### src/hw/ebms_pkg.sv
/*
 * constants and carriers for the external bus mode sequencer.
 * assumes one 100 MHz clock and an active-low asynchronous reset.
 */
// Notes on behaviour
// - on external bus request, release bus and drive bus grant low.
// - while master owns bus, keep decoding its address to chip selects.
// - external master can never reach internal registers.
// - each chip select has its own bus format.
// - each chip select has its own clocks-per-state count.
// - reset gives native format; native passes CPU signals unchanged.
// - legacy cycles start in T1 with address and chip select driven.
// - legacy read asserts read strobe and memory or io request in T2.
// - legacy write asserts write strobe and memory or io request in T2.
// - legacy: wait low before T2 ends adds waits until wait high.
// - legacy T3 changes nothing; read data captured at T3 end.
// - legacy states last 1 to 15 clocks.
// - four-state offers multiplexing; address low byte on data in T1.
// - four-state T1 drives address, chip select; latch enable high half T1.
// - four-state read asserts read strobe and request in T2.
// - four-state T3 unchanged; ready low in any T3 clock adds waits.
// - four-state read captures data at T4 start, drops read strobe.
// - four-state separate write drives data with address in T1.
// - four-state write strobe T2 to T4 start; address, data held.
// - four-state states last 2 to 15 clocks.
// - per chip select wait count adds 0 to 7 clocks.
package ebms_pkg;
	localparam int ADDR_W = 24;
	localparam int DATA_W = 8;
	localparam int NUM_CS = 4;
	localparam logic [3:0] CPS_MIN_LEGACY = 4'h1;
	localparam logic [3:0] CPS_MIN_FOUR = 4'h2;
	localparam logic [3:0] CPS_MAX = 4'hF;
	localparam logic [3:0] CPS_RESET = 4'h2;
	localparam logic [2:0] WAIT_RESET = 3'h0;
	localparam int FIFO_DEPTH = 16;

	typedef enum logic [1:0] {
		EBMS_FMT_NATIVE = 2'h0,
		EBMS_FMT_LEGACY = 2'h1,
		EBMS_FMT_FOUR = 2'h2
	} ebms_fmt_t;

	// one cpu access request
	typedef struct packed {
		logic [ADDR_W-1:0] addr;
		logic [DATA_W-1:0] wdata;
		logic is_write;
		logic is_io;
		logic [NUM_CS-1:0] cs_sel;
	} ebms_req_t;

	// per chip select configuration
	typedef struct packed {
		ebms_fmt_t fmt;
		logic muxed;
		logic [3:0] cps;
		logic [2:0] wait_cnt;
	} ebms_cfg_t;

	localparam int REQ_W = $bits(ebms_req_t);
endpackage

### src/hw/ebms_fifo.sv
/*
 * request fifo for the external bus mode sequencer.
 * assumes a single clock domain.
 */
`timescale 1ns/100ps
module ebms_fifo
	import ebms_pkg::*;
#(
	parameter int WIDTH = 8,
	parameter int DEPTH = 16
)
(
	input wire logic mclk,
	input wire logic rst_b,
	input wire logic in_valid,
	output logic in_ready,
	input wire logic [WIDTH-1:0] in_data,
	output logic out_valid,
	input wire logic out_ready,
	output logic [WIDTH-1:0] out_data
);
	localparam int AW = $clog2(DEPTH);
	logic [WIDTH-1:0] mem [DEPTH];
	logic [AW:0] wptr_reg;
	logic [AW:0] rptr_reg;
	logic push;
	logic pop;

	assign in_ready = (wptr_reg - rptr_reg) != (AW+1)'(DEPTH);
	assign out_valid = wptr_reg != rptr_reg;
	assign push = in_valid && in_ready;
	assign pop = out_valid && out_ready;
	assign out_data = mem[rptr_reg[AW-1:0]];

	always_ff @(posedge mclk)
	begin
		if (push)
		begin
			mem[wptr_reg[AW-1:0]] <= in_data;
		end
	end

	always_ff @(posedge mclk or negedge rst_b)
	begin
		if (!rst_b)
		begin
			wptr_reg <= '0;
			rptr_reg <= '0;
		end
		else
		begin
			if (push)
			begin
				wptr_reg <= wptr_reg + 1'b1;
			end
			if (pop)
			begin
				rptr_reg <= rptr_reg + 1'b1;
			end
		end
	end
endmodule

### src/hw/ebms_top.sv
/*
 * per chip select bus cycle sequencer: native, three-state legacy and
 * four-state latch-enable formats, wait insertion, bus hand-over.
 * assumes requests come already decoded to one chip select and that
 * pin inputs are synchronous to mclk.
 */
`timescale 1ns/100ps
module ebms_top
	import ebms_pkg::*;
(
	input wire logic mclk,
	input wire logic rst_b,
	// cpu request side
	input wire logic req_valid,
	output logic req_ready,
	input wire ebms_req_t req,
	output logic rsp_valid,
	output logic [DATA_W-1:0] rsp_rdata,
	// per chip select configuration
	input wire ebms_cfg_t [NUM_CS-1:0] cs_cfg,
	// chip select decode of external master address
	input wire logic [NUM_CS-1:0] ext_cs_match,
	// external master may not reach internal registers
	input wire logic ext_reg_hit,
	output logic int_reg_block,
	// pins
	input wire logic bus_request_n,
	output logic bus_grant_n,
	output logic [ADDR_W-1:0] addr_out,
	output logic addr_oe,
	output logic [DATA_W-1:0] data_out,
	output logic data_oe,
	input wire logic [DATA_W-1:0] data_in,
	output logic [NUM_CS-1:0] cs_n,
	output logic memory_request_n,
	output logic io_request_n,
	output logic rd_n,
	output logic wr_n,
	output logic ale,
	input wire logic wait_n
);
	// ***********************************************
	// state machine
	// ***********************************************
	typedef enum logic [2:0] {
		ST_IDLE = 3'b000,
		ST_T1 = 3'b001,
		ST_T2 = 3'b011,
		ST_T3 = 3'b010,
		ST_WAIT = 3'b110,
		ST_T4 = 3'b111,
		ST_HAND = 3'b100
	} ebms_st_t;

	ebms_st_t st_reg;
	ebms_st_t st_next;
	ebms_req_t cur_reg;
	ebms_cfg_t cfg_reg;
	logic [3:0] cnt_reg;
	logic [2:0] pw_reg;
	logic [3:0] half_reg;
	logic state_end;
	logic fifo_valid;
	logic take;
	ebms_req_t fifo_req;
	logic [NUM_CS-1:0] req_cs;
	ebms_cfg_t sel_cfg;
	logic pw_phase;

	// ***********************************************
	// request fifo
	// ***********************************************
	ebms_fifo #(
		.WIDTH(REQ_W),
		.DEPTH(FIFO_DEPTH)
	) u_fifo (
		.mclk(mclk),
		.rst_b(rst_b),
		.in_valid(req_valid),
		.in_ready(req_ready),
		.in_data(req),
		.out_valid(fifo_valid),
		.out_ready(take),
		.out_data(fifo_req)
	);

	// ***********************************************
	// helper functions
	// ***********************************************
	// clamp of clocks-per-state to the legal range of a format
	function automatic logic [3:0] clamp_cps(ebms_cfg_t c);
		logic [3:0] lo;
		lo = (c.fmt == EBMS_FMT_FOUR) ? CPS_MIN_FOUR : CPS_MIN_LEGACY;
		clamp_cps = (c.cps < lo) ? lo : c.cps;
	endfunction

	// lowest numbered selected chip select
	function automatic logic [1:0] cs_index(logic [NUM_CS-1:0] s);
		cs_index = 2'h0;
		for (int i = NUM_CS - 1; i >= 0; i--)
		begin
			if (s[i])
			begin
				cs_index = 2'(i);
			end
		end
	endfunction

	assign take = (st_reg == ST_IDLE) && fifo_valid && bus_request_n;
	assign state_end = (cnt_reg == 4'h1);
	// programmed waits: end of T2, or of the single native state
	assign pw_phase = (cfg_reg.fmt == EBMS_FMT_NATIVE) ? (st_reg == ST_T1)
		: (st_reg == ST_T2);

	always_comb
	begin
		st_next = st_reg;
		unique case (st_reg)
			ST_IDLE:
			begin
				if (!bus_request_n)
				begin
					st_next = ST_HAND;
				end
				else if (take)
				begin
					st_next = ST_T1;
				end
			end
			ST_T1:
			begin
				if (state_end && cfg_reg.fmt != EBMS_FMT_NATIVE)
				begin
					st_next = ST_T2;
				end
				else if (state_end && pw_reg == 3'h0)
				begin
					st_next = ST_IDLE;
				end
			end
			ST_T2:
			begin
				if (state_end && pw_reg == 3'h0)
				begin
					st_next = ST_T3;
				end
			end
			ST_T3:
			begin
				// four-state ready is watched through T3
				if (cfg_reg.fmt == EBMS_FMT_FOUR && !wait_n)
				begin
					st_next = ST_WAIT;
				end
				else if (state_end)
				begin
					st_next = (cfg_reg.fmt == EBMS_FMT_FOUR) ? ST_T4 : ST_IDLE;
				end
			end
			ST_WAIT:
			begin
				if (wait_n)
				begin
					st_next = (cfg_reg.fmt == EBMS_FMT_FOUR) ? ST_T4 : ST_T3;
				end
			end
			ST_T4:
			begin
				if (state_end)
				begin
					st_next = ST_IDLE;
				end
			end
			ST_HAND:
			begin
				if (bus_request_n)
				begin
					st_next = ST_IDLE;
				end
			end
			default:
			begin
				st_next = ST_IDLE;
			end
		endcase
		// legacy wait: sampled low before T2 ends
		if (st_reg == ST_T2 && state_end && pw_reg == 3'h0 && !wait_n
			&& cfg_reg.fmt == EBMS_FMT_LEGACY)
		begin
			st_next = ST_WAIT;
		end
	end

	// ***********************************************
	// sequencing registers
	// ***********************************************
	always_ff @(posedge mclk or negedge rst_b)
	begin
		if (!rst_b)
		begin
			st_reg <= ST_IDLE;
		end
		else
		begin
			st_reg <= st_next;
		end
	end

	// ***********************************************
	// configuration select
	// ***********************************************
	assign req_cs = fifo_req.cs_sel;

	// config of the chip select at the fifo head, cps raised to its minimum
	always_comb
	begin
		sel_cfg = cs_cfg[cs_index(req_cs)];
		sel_cfg.cps = clamp_cps(cs_cfg[cs_index(req_cs)]);
	end

	always_ff @(posedge mclk or negedge rst_b)
	begin
		if (!rst_b)
		begin
			cur_reg <= '0;
			cfg_reg <= '{EBMS_FMT_NATIVE, 1'b0, CPS_RESET, WAIT_RESET};
		end
		else if (take)
		begin
			cur_reg <= fifo_req;
			cfg_reg <= sel_cfg;
		end
	end

	// ***********************************************
	// cycle counters
	// ***********************************************
	// per-state cycle counter; native runs one state of cps clocks
	always_ff @(posedge mclk or negedge rst_b)
	begin
		if (!rst_b)
		begin
			cnt_reg <= 4'h1;
			half_reg <= 4'h0;
		end
		else if (take)
		begin
			cnt_reg <= sel_cfg.cps;
			half_reg <= sel_cfg.cps >> 1;
		end
		else if (st_next != st_reg)
		begin
			cnt_reg <= cfg_reg.cps;
		end
		else if (!state_end)
		begin
			cnt_reg <= cnt_reg - 4'h1;
		end
	end

	// programmable wait count, spent at the end of T2, or of T1 in native format
	always_ff @(posedge mclk or negedge rst_b)
	begin
		if (!rst_b)
		begin
			pw_reg <= WAIT_RESET;
		end
		else if (take)
		begin
			pw_reg <= sel_cfg.wait_cnt;
		end
		else if (pw_phase && state_end && pw_reg != 3'h0)
		begin
			pw_reg <= pw_reg - 3'h1;
		end
	end

	// ***********************************************
	// read capture and response
	// ***********************************************
	always_ff @(posedge mclk or negedge rst_b)
	begin
		if (!rst_b)
		begin
			rsp_valid <= 1'b0;
			rsp_rdata <= '0;
		end
		else
		begin
			rsp_valid <= 1'b0;
			if ((st_reg == ST_T1 && st_next == ST_IDLE)
				|| (st_reg == ST_T3 && st_next == ST_IDLE)
				|| (st_reg == ST_T4 && st_next == ST_IDLE))
			begin
				rsp_valid <= 1'b1;
			end
			if (!cur_reg.is_write && st_reg == ST_T3 && st_next == ST_IDLE)
			begin
				rsp_rdata <= data_in;
			end
			if (!cur_reg.is_write && st_reg == ST_T1 && st_next == ST_IDLE)
			begin
				rsp_rdata <= data_in;
			end
			if (!cur_reg.is_write && st_next == ST_T4 && st_reg != ST_T4)
			begin
				rsp_rdata <= data_in;
			end
		end
	end

	// ***********************************************
	// pin drive
	// ***********************************************
	logic active;
	logic strobe_on;
	logic native;
	logic four;
	logic t1_first_half;

	assign active = st_reg inside {ST_T1, ST_T2, ST_T3, ST_WAIT, ST_T4};
	assign native = cfg_reg.fmt == EBMS_FMT_NATIVE;
	assign four = cfg_reg.fmt == EBMS_FMT_FOUR;
	// native: strobes from T1 on, no reshaping
	assign strobe_on = native ? active
		: (st_reg inside {ST_T2, ST_T3, ST_WAIT});
	assign t1_first_half = (st_reg == ST_T1) && (cnt_reg > half_reg);

	// ***********************************************
	// bus hand-over
	// ***********************************************
	// grant and register guard follow the hand-over state

	always_ff @(posedge mclk or negedge rst_b)
	begin
		if (!rst_b)
		begin
			bus_grant_n <= 1'b1;
			int_reg_block <= 1'b0;
		end
		else
		begin
			bus_grant_n <= !(st_next == ST_HAND);
			int_reg_block <= (st_next == ST_HAND) && ext_reg_hit;
		end
	end

	always_comb
	begin
		addr_out = cur_reg.addr;
		addr_oe = active && bus_grant_n;
		data_out = cur_reg.wdata;
		data_oe = 1'b0;
		if (active && four && cfg_reg.muxed && st_reg == ST_T1)
		begin
			data_out = cur_reg.addr[DATA_W-1:0];
			data_oe = 1'b1;
		end
		else if (active && cur_reg.is_write)
		begin
			data_oe = four && !cfg_reg.muxed ? 1'b1
				: (st_reg != ST_T1) || native;
		end
		if (!bus_grant_n)
		begin
			cs_n = ~ext_cs_match;
		end
		else
		begin
			cs_n = active ? ~cur_reg.cs_sel : {NUM_CS{1'b1}};
		end
		memory_request_n = !(strobe_on && !cur_reg.is_io);
		io_request_n = !(strobe_on && cur_reg.is_io);
		rd_n = !(strobe_on && !cur_reg.is_write);
		wr_n = !(strobe_on && cur_reg.is_write);
		ale = four && t1_first_half;
	end
endmodule

### config.mk
export PLATFORM = sky130hd
export DESIGN_NAME = ebms_top
export DESIGN_NICKNAME = d
export VERILOG_FILES = /design/src/hw/ebms_pkg.sv /design/src/hw/ebms_fifo.sv /design/src/hw/ebms_top.sv
export SDC_FILE = /design/constraint.sdc
export NUM_CORES = 1
export LEC_CHECK = 0
export ABC_AREA = 1
export BUFFER_PORTS_ARGS = -buffer_cell sky130_fd_sc_hd__buf_2
export CORE_MARGIN = 2
export CORE_UTILIZATION = 30
export CTS_CLUSTER_DIAMETER = 200
export DETAILED_ROUTE_END_ITERATION = 8
export GPL_TIMING_DRIVEN = 0
export MAX_ROUTING_LAYER = met4
export PLACE_DENSITY = 0.54
export RECOVER_POWER = 100
export SETUP_SLACK_MARGIN = 0.1
export SYNTH_ARGS = -nofsm -noshare
export SYNTH_HDL_FRONTEND = slang
export SYNTH_SLANG_ARGS = --single-unit
### constraint.sdc
create_clock -name mclk -period 6.3 [get_ports mclk]
set_input_delay 0 -clock mclk [delete_from_list [all_inputs] [get_ports mclk]]
set_output_delay 0 -clock mclk [all_outputs]
set_load 0.1 [all_outputs]
# == Yosys cells after proc, flatten, opt, wreduce, memory -nomap -nowiden ==
# Memory sizes are Yosys's and may differ from the RTL's.
# Index checks and enable logic that the tools add are counted.
# op_classes
n_lt_le_gt_ge,3
bitwise,2
n_reduce_logical,57
n_addsub,5
n_eq_ne,18
muxes,41
# op_table
cell,count
$mux W3,15
$logic_and A1 B1 Y1,35
$mux W8,4
$mux W4,6
$pmux W3 S7,1
$bmux W10 S2,1
$eq A3 B3 Y1 const B,5
$add A5 B1 Y5 const B,2
$mux W10,1
$mux W2,5
$logic_not A1 Y1,9
$logic_not A3 Y1,3
$reduce_bool A3 Y1,3
$mux W1,8
$not A4 Y4,2
$eq A3 B2 Y1 const B,2
$ne A3 B1 Y1 const B,2
$ne A5 B5 Y1,1
$ne A5 B5 Y1 const B,1
$reduce_bool A5 Y1,1
$sub A5 B5 Y5,1
$eq A2 B2 Y1 const B,2
$eq A4 B1 Y1 const B,1
$gt A4 B3 Y1,1
11 further kinds,14
# word_totals
register_bits,79
mem_count,1
mem_bits_rw,608
out_inout_bits,55
in_bits,96
# mem_list
name,depth,width,rd,rd_clocked_by_memory_dff,wr,line_no,source
u_fifo.mem,16,38,1,0,1,ebms_fifo.sv:23,logic [WIDTH-1:0] mem [DEPTH];

# == Logic depth before layout (Yosys ltp) ==
# Gate-level depths: netlist of the first run.
# logic_depth
word_depth,12
mapped_depth,27

# == Cells and area by module ==
# Synthesis of the first run repeated with hierarchy kept, for this count alone.
# unflattened
hier_cells,2423
hier_area_um2,28503.6
# by_module_without_submodules
mod,area_per_inst_um2,cells_per_inst,instances
ebms_fifo,24541.0,1888,1
ebms_top,3962.6,535,1

# == Least setup slack after synthesis of the first run ==
# OpenSTA, ideal clock, no wires.
# synth_timing
kind,register -> register
start,register u_fifo.rptr_reg[2]
end,"memory u_fifo.mem[15][0] in the netlist's numbering, enable pin"
synth_period_minus_slack_ns,5.281
n_path_buf,4
stages_incl_launch_ff,14
arrival_time_ns,4.845
path_slack_ns,1.019
cell_sequence,dfrtp_1 buf_2 inv_1 buf_2 buf_1 clkbuf_1 ha_1 a21oi_1 a211oi_1 nand3_1 nand2_1 inv_1 nand2_1 nor2_1
# synth_via
elab_chain_len,5
# synth_lines
element,line_no,source
from (decl),ebms_fifo.sv:25,logic [AW:0] rptr_reg;
from (signal assigned),ebms_fifo.sv:58,rptr_reg <= rptr_reg + 1'b1;
$sub A5 B5 Y5,ebms_fifo.sv:29,assign in_ready = (wptr_reg - rptr_reg) != (AW+1)'(DEPTH);
$ne A5 B5 Y1,ebms_fifo.sv:29,
via req_ready,ebms_top.sv:15,"output logic req_ready,"
$logic_and A1 B1 Y1,ebms_fifo.sv:31,assign push = in_valid && in_ready;
$mux W1,ebms_fifo.sv:37,if (push)
$mux W1 (not written as such),ebms_fifo.sv:39,mem[wptr_reg[AW-1:0]] <= in_data;
to (decl),ebms_fifo.sv:23,
# The timed path passes the listed nets, and every way through them passes these cells.

# == Worst setup path after layout of the first run ==
# layout_timing
start,register u_fifo.rptr_reg[2]
end,"memory u_fifo.mem[15][7] in the netlist's numbering, enable pin"
# layout_via
elab_chain_len,5
# layout_lines
element,line_no
$sub A5 B5 Y5,ebms_fifo.sv:29
$ne A5 B5 Y1,ebms_fifo.sv:29
$logic_and A1 B1 Y1,ebms_fifo.sv:31
$mux W1,ebms_fifo.sv:37
$mux W1 (not written as such),ebms_fifo.sv:39
# Every way passes these cells.

==> flow_metrics.tcl, run 1 <==
set metrics [dict create \
    worstPathMaxFanout 17 \
    first_global_vias 19800 \
    via_per_inst 5.26 \
    power_density_mw_per_mm2 541 \
    grt-ovfl-total 0 \
    io_buffers 150 \
    io-pin-count 151 \
    grt_util_met1_pct 27.0 \
    cts_max_level 3 \
    floorplan.die_area_sq_mm 0.0953 \
    wirelength_um 95600 \
    die_height_um 309 \
    maxSlewViolCount 78 \
    area.growth.synth_to_final_pct 21.1 \
    worstSetupStartpointType "flop" \
    p_sw_share_pct 44.5 \
    p_int_uw 10100 \
    ir_worst_vdd_mv 0.357 \
    synth_cell_types 41 \
    fp.coreArea_sq_mm 0.0918 \
    finalInstanceArea_sq_mm 0.0337 \
    slowest_stage "clkbuf_1" \
    yosys_warnings 0 \
    fin_hold_ws_ns 0.0492 \
    cts_buffers 71 \
    status "complete, but fails checks" \
    switching_power_uw 8130 \
    final-setup-viol-count 0 \
    timing.rr.end "u_fifo.mem[15][7]" \
    synth_cells 2209 \
    ff2ff_path_depth 15 \
    ant_nets 0 \
    p_leak_uw 0.0114 \
    rows 111 \
    cts_post_setup_buffers_inserted 0 \
    crit_arrival_ns 6.17 \
    reg2reg_slack_ns 0.45 \
    finClkSkew_ns 0.0237 \
    timing.final.crit_share_pct 92.8 \
    gp_congestion 0.866 \
    worstPathCellList "clkbuf_1 > inv_1 > buf_2 > clkbuf_1 > clkbuf_1 > ha_1 > a21oi_1 > nand3_1 > nand3_1 > nand2_1 > inv_1 > nand2_1 > nor2_4 > clkbuf_2 > buf_12" \
    drc 0 \
    combPwrFrac_pct 44.1 \
    setup_tns_ns 0 \
    grt_first_pass_wirelength_um 136000 \
    worst_slew_pin_slew_ns 2.67 \
    fin_ws_ns 0.453 \
    grtUsageTotal_pct 20.4 \
    failed_checks "max-capacitance violations, max-slew violations" \
    cpPeakStageDelay_ns 0.80 \
    path_buf_inv 8 \
    period_needed_ns 5.85 \
    dp_hpwl_um 63200 \
    cts_root_buffer "clkbuf_16" \
    clkTransAtPathRegs_ns 0.06 \
    postCtsResizedCells 0 \
    seq_area_frac_synth_pct 72.5 \
    initial_core_util_pct 30.3 \
    drive_above_1_share_pct 10.9 \
    grt_busiest_layer "met2" \
    max_slew_margin_pct -77.7 \
    use_met3_pct 3.84 \
    crit_top_cell "clkbuf_1" \
    path_depth 15 \
    cts_tree "built" \
    hp-class "input pin to flop" \
    dpl_worst_slack_ns 0.873 \
    gr-usage-met2_pct 31.8 \
    end_kind "flop" \
    grt_antenna_before_repair 4 \
    clock_path_buffers 3 \
    wire_per_inst_um 24.9 \
    largest_register_ffs 608 \
    netlist_area_sq_mm 0.0279 \
    hold_buffers 79 \
    fmax_ghz 0.171 \
    path_class "flop to flop" \
    fin_nets 2651 \
    cp_data_required_time_ns 6.63 \
    cp-endpoint "u_fifo.mem[15][7]" \
    drtIter0Drc 2732 \
    cap_violations 2 \
    drtPass1Iterations 5 \
    synth_fp_nets 2322 \
    die_x_um 309 \
    num_vias 20200 \
    grt_setup_unrepaired "no" \
    power.total_uw 18300 \
    finalHoldViolCount 0 \
    avgSynthCellArea_sq_um 12.6 \
    clk_latency_ns 0.64 \
    p_seq_share_pct 32.6 \
    p_clk_share_pct 23.3 \
    r2r-start "u_fifo.rptr_reg[2]" \
    dpl_cell_area_sq_mm 0.0309 \
    grt_max_degree 39 \
    crit_family "buffers and inverters" \
    clock_sinks 685 \
    ys_ff_latch 685 \
    cp-startpoint "u_fifo.rptr_reg[2]" \
]
## cells in the mapped netlist
| library cell | number | area (sq um) |
|---|---|---|
| ha_1 | 17 | 213 |
| dfrtp_1 | 74 | 1850 |
| nand2_2 | 7 | 43.8 |
| buf_6 | 6 | 67.6 |
| clkbuf_1 | 104 | 390 |
| o21ai_1 | 7 | 35.0 |
| dfstp_2 | 3 | 78.8 |
| buf_4 | 28 | 210 |
| o2111ai_1 | 3 | 26.3 |
| nand2_1 | 130 | 488 |
| xnor2_1 | 2 | 17.5 |
| a31oi_1 | 40 | 250 |
| nor2_2 | 2 | 12.5 |
| o21bai_1 | 3 | 22.5 |
| a21oi_2 | 2 | 17.5 |
| o22ai_1 | 38 | 238 |
| nor3_1 | 4 | 20.0 |
| nand3_1 | 95 | 475 |
| o32ai_1 | 2 | 17.5 |
| o221ai_1 | 100 | 876 |
| nand3b_1 | 4 | 30.0 |
| a22oi_1 | 10 | 75.1 |
| mux2_2 | 11 | 124 |
| edfxtp_1 | 608 | 18300 |
| o211ai_1 | 8 | 60.1 |
| o21ai_0 | 334 | 1670 |
| a211oi_1 | 1 | 7.51 |
| nand3_2 | 3 | 30.0 |
| inv_2 | 7 | 26.3 |
| nor2_1 | 420 | 1580 |
| nand4_1 | 3 | 18.8 |
| a21oi_1 | 7 | 35.0 |
| a32oi_1 | 1 | 8.76 |
| or2_2 | 1 | 6.26 |
| nand2_4 | 3 | 33.8 |
| buf_2 | 15 | 75.1 |
| buf_1 | 13 | 48.8 |
| xor2_1 | 13 | 114 |
| inv_1 | 78 | 293 |
| nor3_2 | 1 | 10.0 |
| a31o_2 | 1 | 8.76 |
## per-stage QoR
step	util [%]	cells
final	36.8	3842
after global routing	36.8	3842
after CTS	37.1	3838
after detailed placement	33.7	3629
after global placement	32.9	3602
after floorplan	-	2209
## cell families (layout without fill, tap and decap cells)
family / count (synthesis) / count (layout) / synth area share, %
xor gates and xnor gates: 15 / 15 / 0.472
adders and majority gates: 17 / 17 / 0.763
other: 0 / 4 / 0
buffers and inverters: 251 / 637 / 3.99
AOI/OAI and AO/OA: 557 / 557 / 12.0
DFF: 685 / 685 / 72.5
and+or+nand+nor: 673 / 673 / 9.85
muxes: 11 / 11 / 0.445
## routing by layer
layer  part of all wire [%]  wire (um)
met1                     41      39300
met3                     10       9770
met4                    2.7       2610
met5                      0          0
met2                     46      43900
## worst min-delay path by stage
stage,start,endpoint,slack [ns],cells past startpoint
6_report,cs_cfg[13],cfg_reg[3],0.05,9
5_1_grt,cs_cfg[13],cfg_reg[3],0.08,9
4_1_cts,cs_cfg[13],cnt_reg[0],0.03,9
3_5_place_dp,rst_b,rsp_rdata[6],0.08,1
3_3_place_gp,ext_reg_hit,int_reg_block,0.23,3
2_1_floorplan,rst_b,addr_out[0],-0.30,0
## cells in the final DEF, fill, tap and decap left out, types with 6 or more instances in the layout
master / Yosys / routed
a21oi_1: 7 / 9
a22oi_1: 10 / 10
a31oi_1: 40 / 40
buf_1: 13 / 12
buf_12: 0 / 9
buf_16: 0 / 9
buf_2: 15 / 68
buf_4: 28 / 28
buf_6: 6 / 6
clkbuf_1: 104 / 219
clkbuf_16: 0 / 75
clkbuf_2: 0 / 8
clkbuf_8: 0 / 6
clkinv_1: 0 / 12
clkinv_2: 0 / 10
dfrtp_1: 74 / 74
dlygate4sd3_1: 0 / 78
edfxtp_1: 608 / 608
ha_1: 17 / 17
inv_1: 78 / 79
inv_2: 7 / 6
mux2_2: 11 / 11
nand2_1: 130 / 130
nand2_2: 7 / 7
nand3_1: 95 / 95
nor2_1: 420 / 404
nor2_4: 0 / 14
o211ai_1: 8 / 8
o21ai_0: 334 / 335
o21ai_1: 7 / 6
o221ai_1: 100 / 100
o22ai_1: 38 / 38
xor2_1: 13 / 13
## power by group through the flow
stage	Sequential, uW	Clock (uW)	Combinational (uW)
2_1_floorplan	6150	0	4780
3_5_place_dp	6030	0	7800
4_1_cts	5940	4310	8040
6_report	5950	4260	8050
5_1_grt	6000	4470	8590
3_3_place_gp	6080	0	7450
## worst register-to-register path: stages (launching register included)
cell,delay [ns]
dfrtp_1,0.36
clkbuf_1,0.20
inv_1,0.18
buf_2,0.37
clkbuf_1,0.72
clkbuf_1,0.80
ha_1,0.41
a21oi_1,0.31
nand3_1,0.12
nand3_1,0.14
nand2_1,0.09
inv_1,0.16
nand2_1,0.30
nor2_4,0.47
clkbuf_2,0.63
buf_12,0.28
## layout make-up
cell class | count | area (sq um)
antenna | 4 | 10.0
buffer | 166 | 788
clock buffer | 96 | 2020
clock inverter | 34 | 315
fill | 8813 | 58100
inverter | 85 | 319
multi-input combinational | 1273 | 6670
sequential | 685 | 20200
tap | 1243 | 1560
timing repair buffer | 256 | 1890
(Power assumes the default switching activity.)
==> run 2, diff against run 1 <==
CORE_ASPECT_RATIO = 2   (was not set)
==> flow_metrics.tcl, run 2 (synthesis results as in run 1) <==
set metrics [dict create \
    drive_above_1_share_pct 10.5 \
    switching_power_uw 7990 \
    p_sw_share_pct 44.2 \
    cts_buffers 70 \
    cts_root_buffer "clkbuf_16" \
    drtIter0Drc 2358 \
    ant_nets 0 \
    crit_arrival_ns 6.57 \
    place_inst 3584 \
    die_x_um 219 \
    path_buf_inv 7 \
    p_int_uw 10100 \
    finClkSkew_ns 0.0257 \
    worstPathMaxFanout 10 \
    r2r-start "u_fifo.rptr_reg[2]" \
    cpPeakStageDelay_ns 1.03 \
    max_slew_margin_pct -120 \
    worst_slew_pin_slew_ns 3.29 \
    cap_violations 2 \
    clk_latency_ns 0.61 \
    period_needed_ns 6.08 \
    via_per_inst 5.24 \
    p_seq_share_pct 32.9 \
    fp.coreArea_sq_mm 0.0923 \
    wirelength_um 92800 \
    grt_setup_unrepaired "no" \
    maxSlewViolCount 79 \
    cp_data_required_time_ns 6.79 \
    fin_cells 3795 \
    whs_path_depth 9 \
    final-setup-viol-count 0 \
    largest_register_ffs 608 \
    io_buffers 150 \
    grt_antenna_before_repair 2 \
    nFillCells 8993 \
    dpl_worst_slack_ns 0.606 \
    hp-start "cs_cfg[13]" \
    worstSetupStartpointType "flop" \
    path_class "flop to flop" \
    layout_commonest_cell "edfxtp_1" \
    floorplan.die_area_sq_mm 0.0955 \
    grt_max_degree 55 \
    drc 0 \
    drtPass1Iterations 5 \
    die_height_um 435 \
    fmax_ghz 0.164 \
    ff2ff_path_depth 12 \
    grtUsageTotal_pct 19.7 \
    cts_tree "built" \
    hold_path_end "cfg_reg[3]" \
    layout_common_cells "edfxtp_1 (608), nor2_1 (406), o21ai_0 (335), clkbuf_1 (229), nand2_1 (130)" \
    end_kind "flop" \
    ir_worst_vdd_mv 0.564 \
    clock_path_buffers 3 \
    hp-class "input pin to flop" \
    grt_first_pass_wirelength_um 132000 \
    finalHoldViolCount 0 \
    gp_congestion 0.857 \
    fin_ws_ns 0.215 \
    timing.final.crit_share_pct 96.6 \
    power_density_mw_per_mm2 537 \
    combPwrFrac_pct 44.0 \
    clkTransAtPathRegs_ns 0.07 \
    crit_top_cell "clkbuf_1" \
    slowest_stage "clkbuf_1" \
    cts_post_setup_buffers_inserted 0 \
    cts_max_level 3 \
    failed_checks "max-capacitance violations, max-slew violations" \
    fin_nets 2648 \
    timing.rr.end "cfg_reg[9]" \
    post-route-util_pct 36.4 \
    wire_per_inst_um 24.5 \
    first_global_vias 19300 \
    area.growth.synth_to_final_pct 20.7 \
    dp_hpwl_um 60200 \
    grt-ovfl-total 0 \
    p_clk_share_pct 23.1 \
    crit_family "buffers and inverters" \
    num_vias 19900 \
    clock_sinks 685 \
    p_leak_uw 0.0113 \
    worstPathCellList "clkbuf_1 > inv_1 > buf_2 > clkbuf_1 > clkbuf_1 > ha_1 > nand2_1 > nor3_1 > nor3_4 > clkbuf_1 > a31oi_1 > dlygate4sd3_1" \
    reg2reg_slack_ns 0.22 \
    rows 158 \
    status "complete, but fails checks" \
    initial_core_util_pct 30.2 \
    io-pin-count 151 \
]
run 2: stage by stage:
step / instance area (sq um) / TNS (ns) / hold slack (ns) / power, uW
floorplan: 27900 / 0 / -0.296 / 10900
global placement: 30100 / -1295.40 / 0.216 / 13600
detailed placement: 30800 / 0 / -0.00732 / 13800
CTS: 33800 / 0 / 0.0289 / 18100
global route: 33600 / 0 / 0.104 / 18900
finish: 33600 / 0 / 0.0466 / 18100
run 2: worst max-delay path by stage:
stage	start	to	slack (ns)	depth (start not counted)
3_5_place_dp	u_fifo.rptr_reg[2]	cnt_reg[1]	0.61	19
4_1_cts	u_fifo.rptr_reg[2]	cfg_reg[9]	0.20	12
6_report	u_fifo.rptr_reg[2]	cfg_reg[9]	0.22	12
5_1_grt	u_fifo.rptr_reg[2]	cfg_reg[7]	0.16	12
3_3_place_gp	u_fifo.rptr_reg[2]	u_fifo.mem[15][8]	-2.69	13
2_1_floorplan	u_fifo.rptr_reg[2]	u_fifo.mem[15][0]	1.02	13
run 2: worst reg2reg max path: stages, from the launching register on:
cell and delay [ns]:
dfrtp_1 0.35, clkbuf_1 0.23, inv_1 0.23, buf_2 0.39, clkbuf_1 0.79, clkbuf_1 1.04, ha_1 0.45, nand2_1 0.09
nor3_1 0.06, nor3_4 0.60, clkbuf_1 0.92, a31oi_1 0.20, dlygate4sd3_1 0.61
run 2: final cells by class:
cell class	count	area, sq um	share of cell area (%)
sequential	685	20200	60.0
multi-input combinational	1273	6660	19.8
clock buffer	99	1920	5.72
timing repair buffer	254	1900	5.66
tap	1200	1500	4.46
buffer	166	788	2.34
clock inverter	30	345	1.03
inverter	85	319	0.948
antenna	3	7.51	0.0223
run 2: what timing repair did:
item / in CTS / in global routing
gates resized for setup: 0 / 3
hold buffers: 79 / 0
endpoints found under the setup margin: 0 / 2
endpoints found under the hold margin: 711 / 0
run 2: power groups by stage:
stage               Sequential (uW)  Clock (uW)  Combinational (uW)
floorplan                      6150           0                4780
global placement               6080           0                7510
detailed placement             6020           0                7740
CTS                            5930        4230                7970
global route                   5990        4390                8490
finish                         5940        4180                7950
run 2: metal layers:
metal,GRT usage [%],wire length [um],part of all wire (%)
met5,-,0,0
met4,6.83,3070,3.3
met3,3.30,7800,8.4
met2,31.9,44900,48
met1,24.7,37100,40
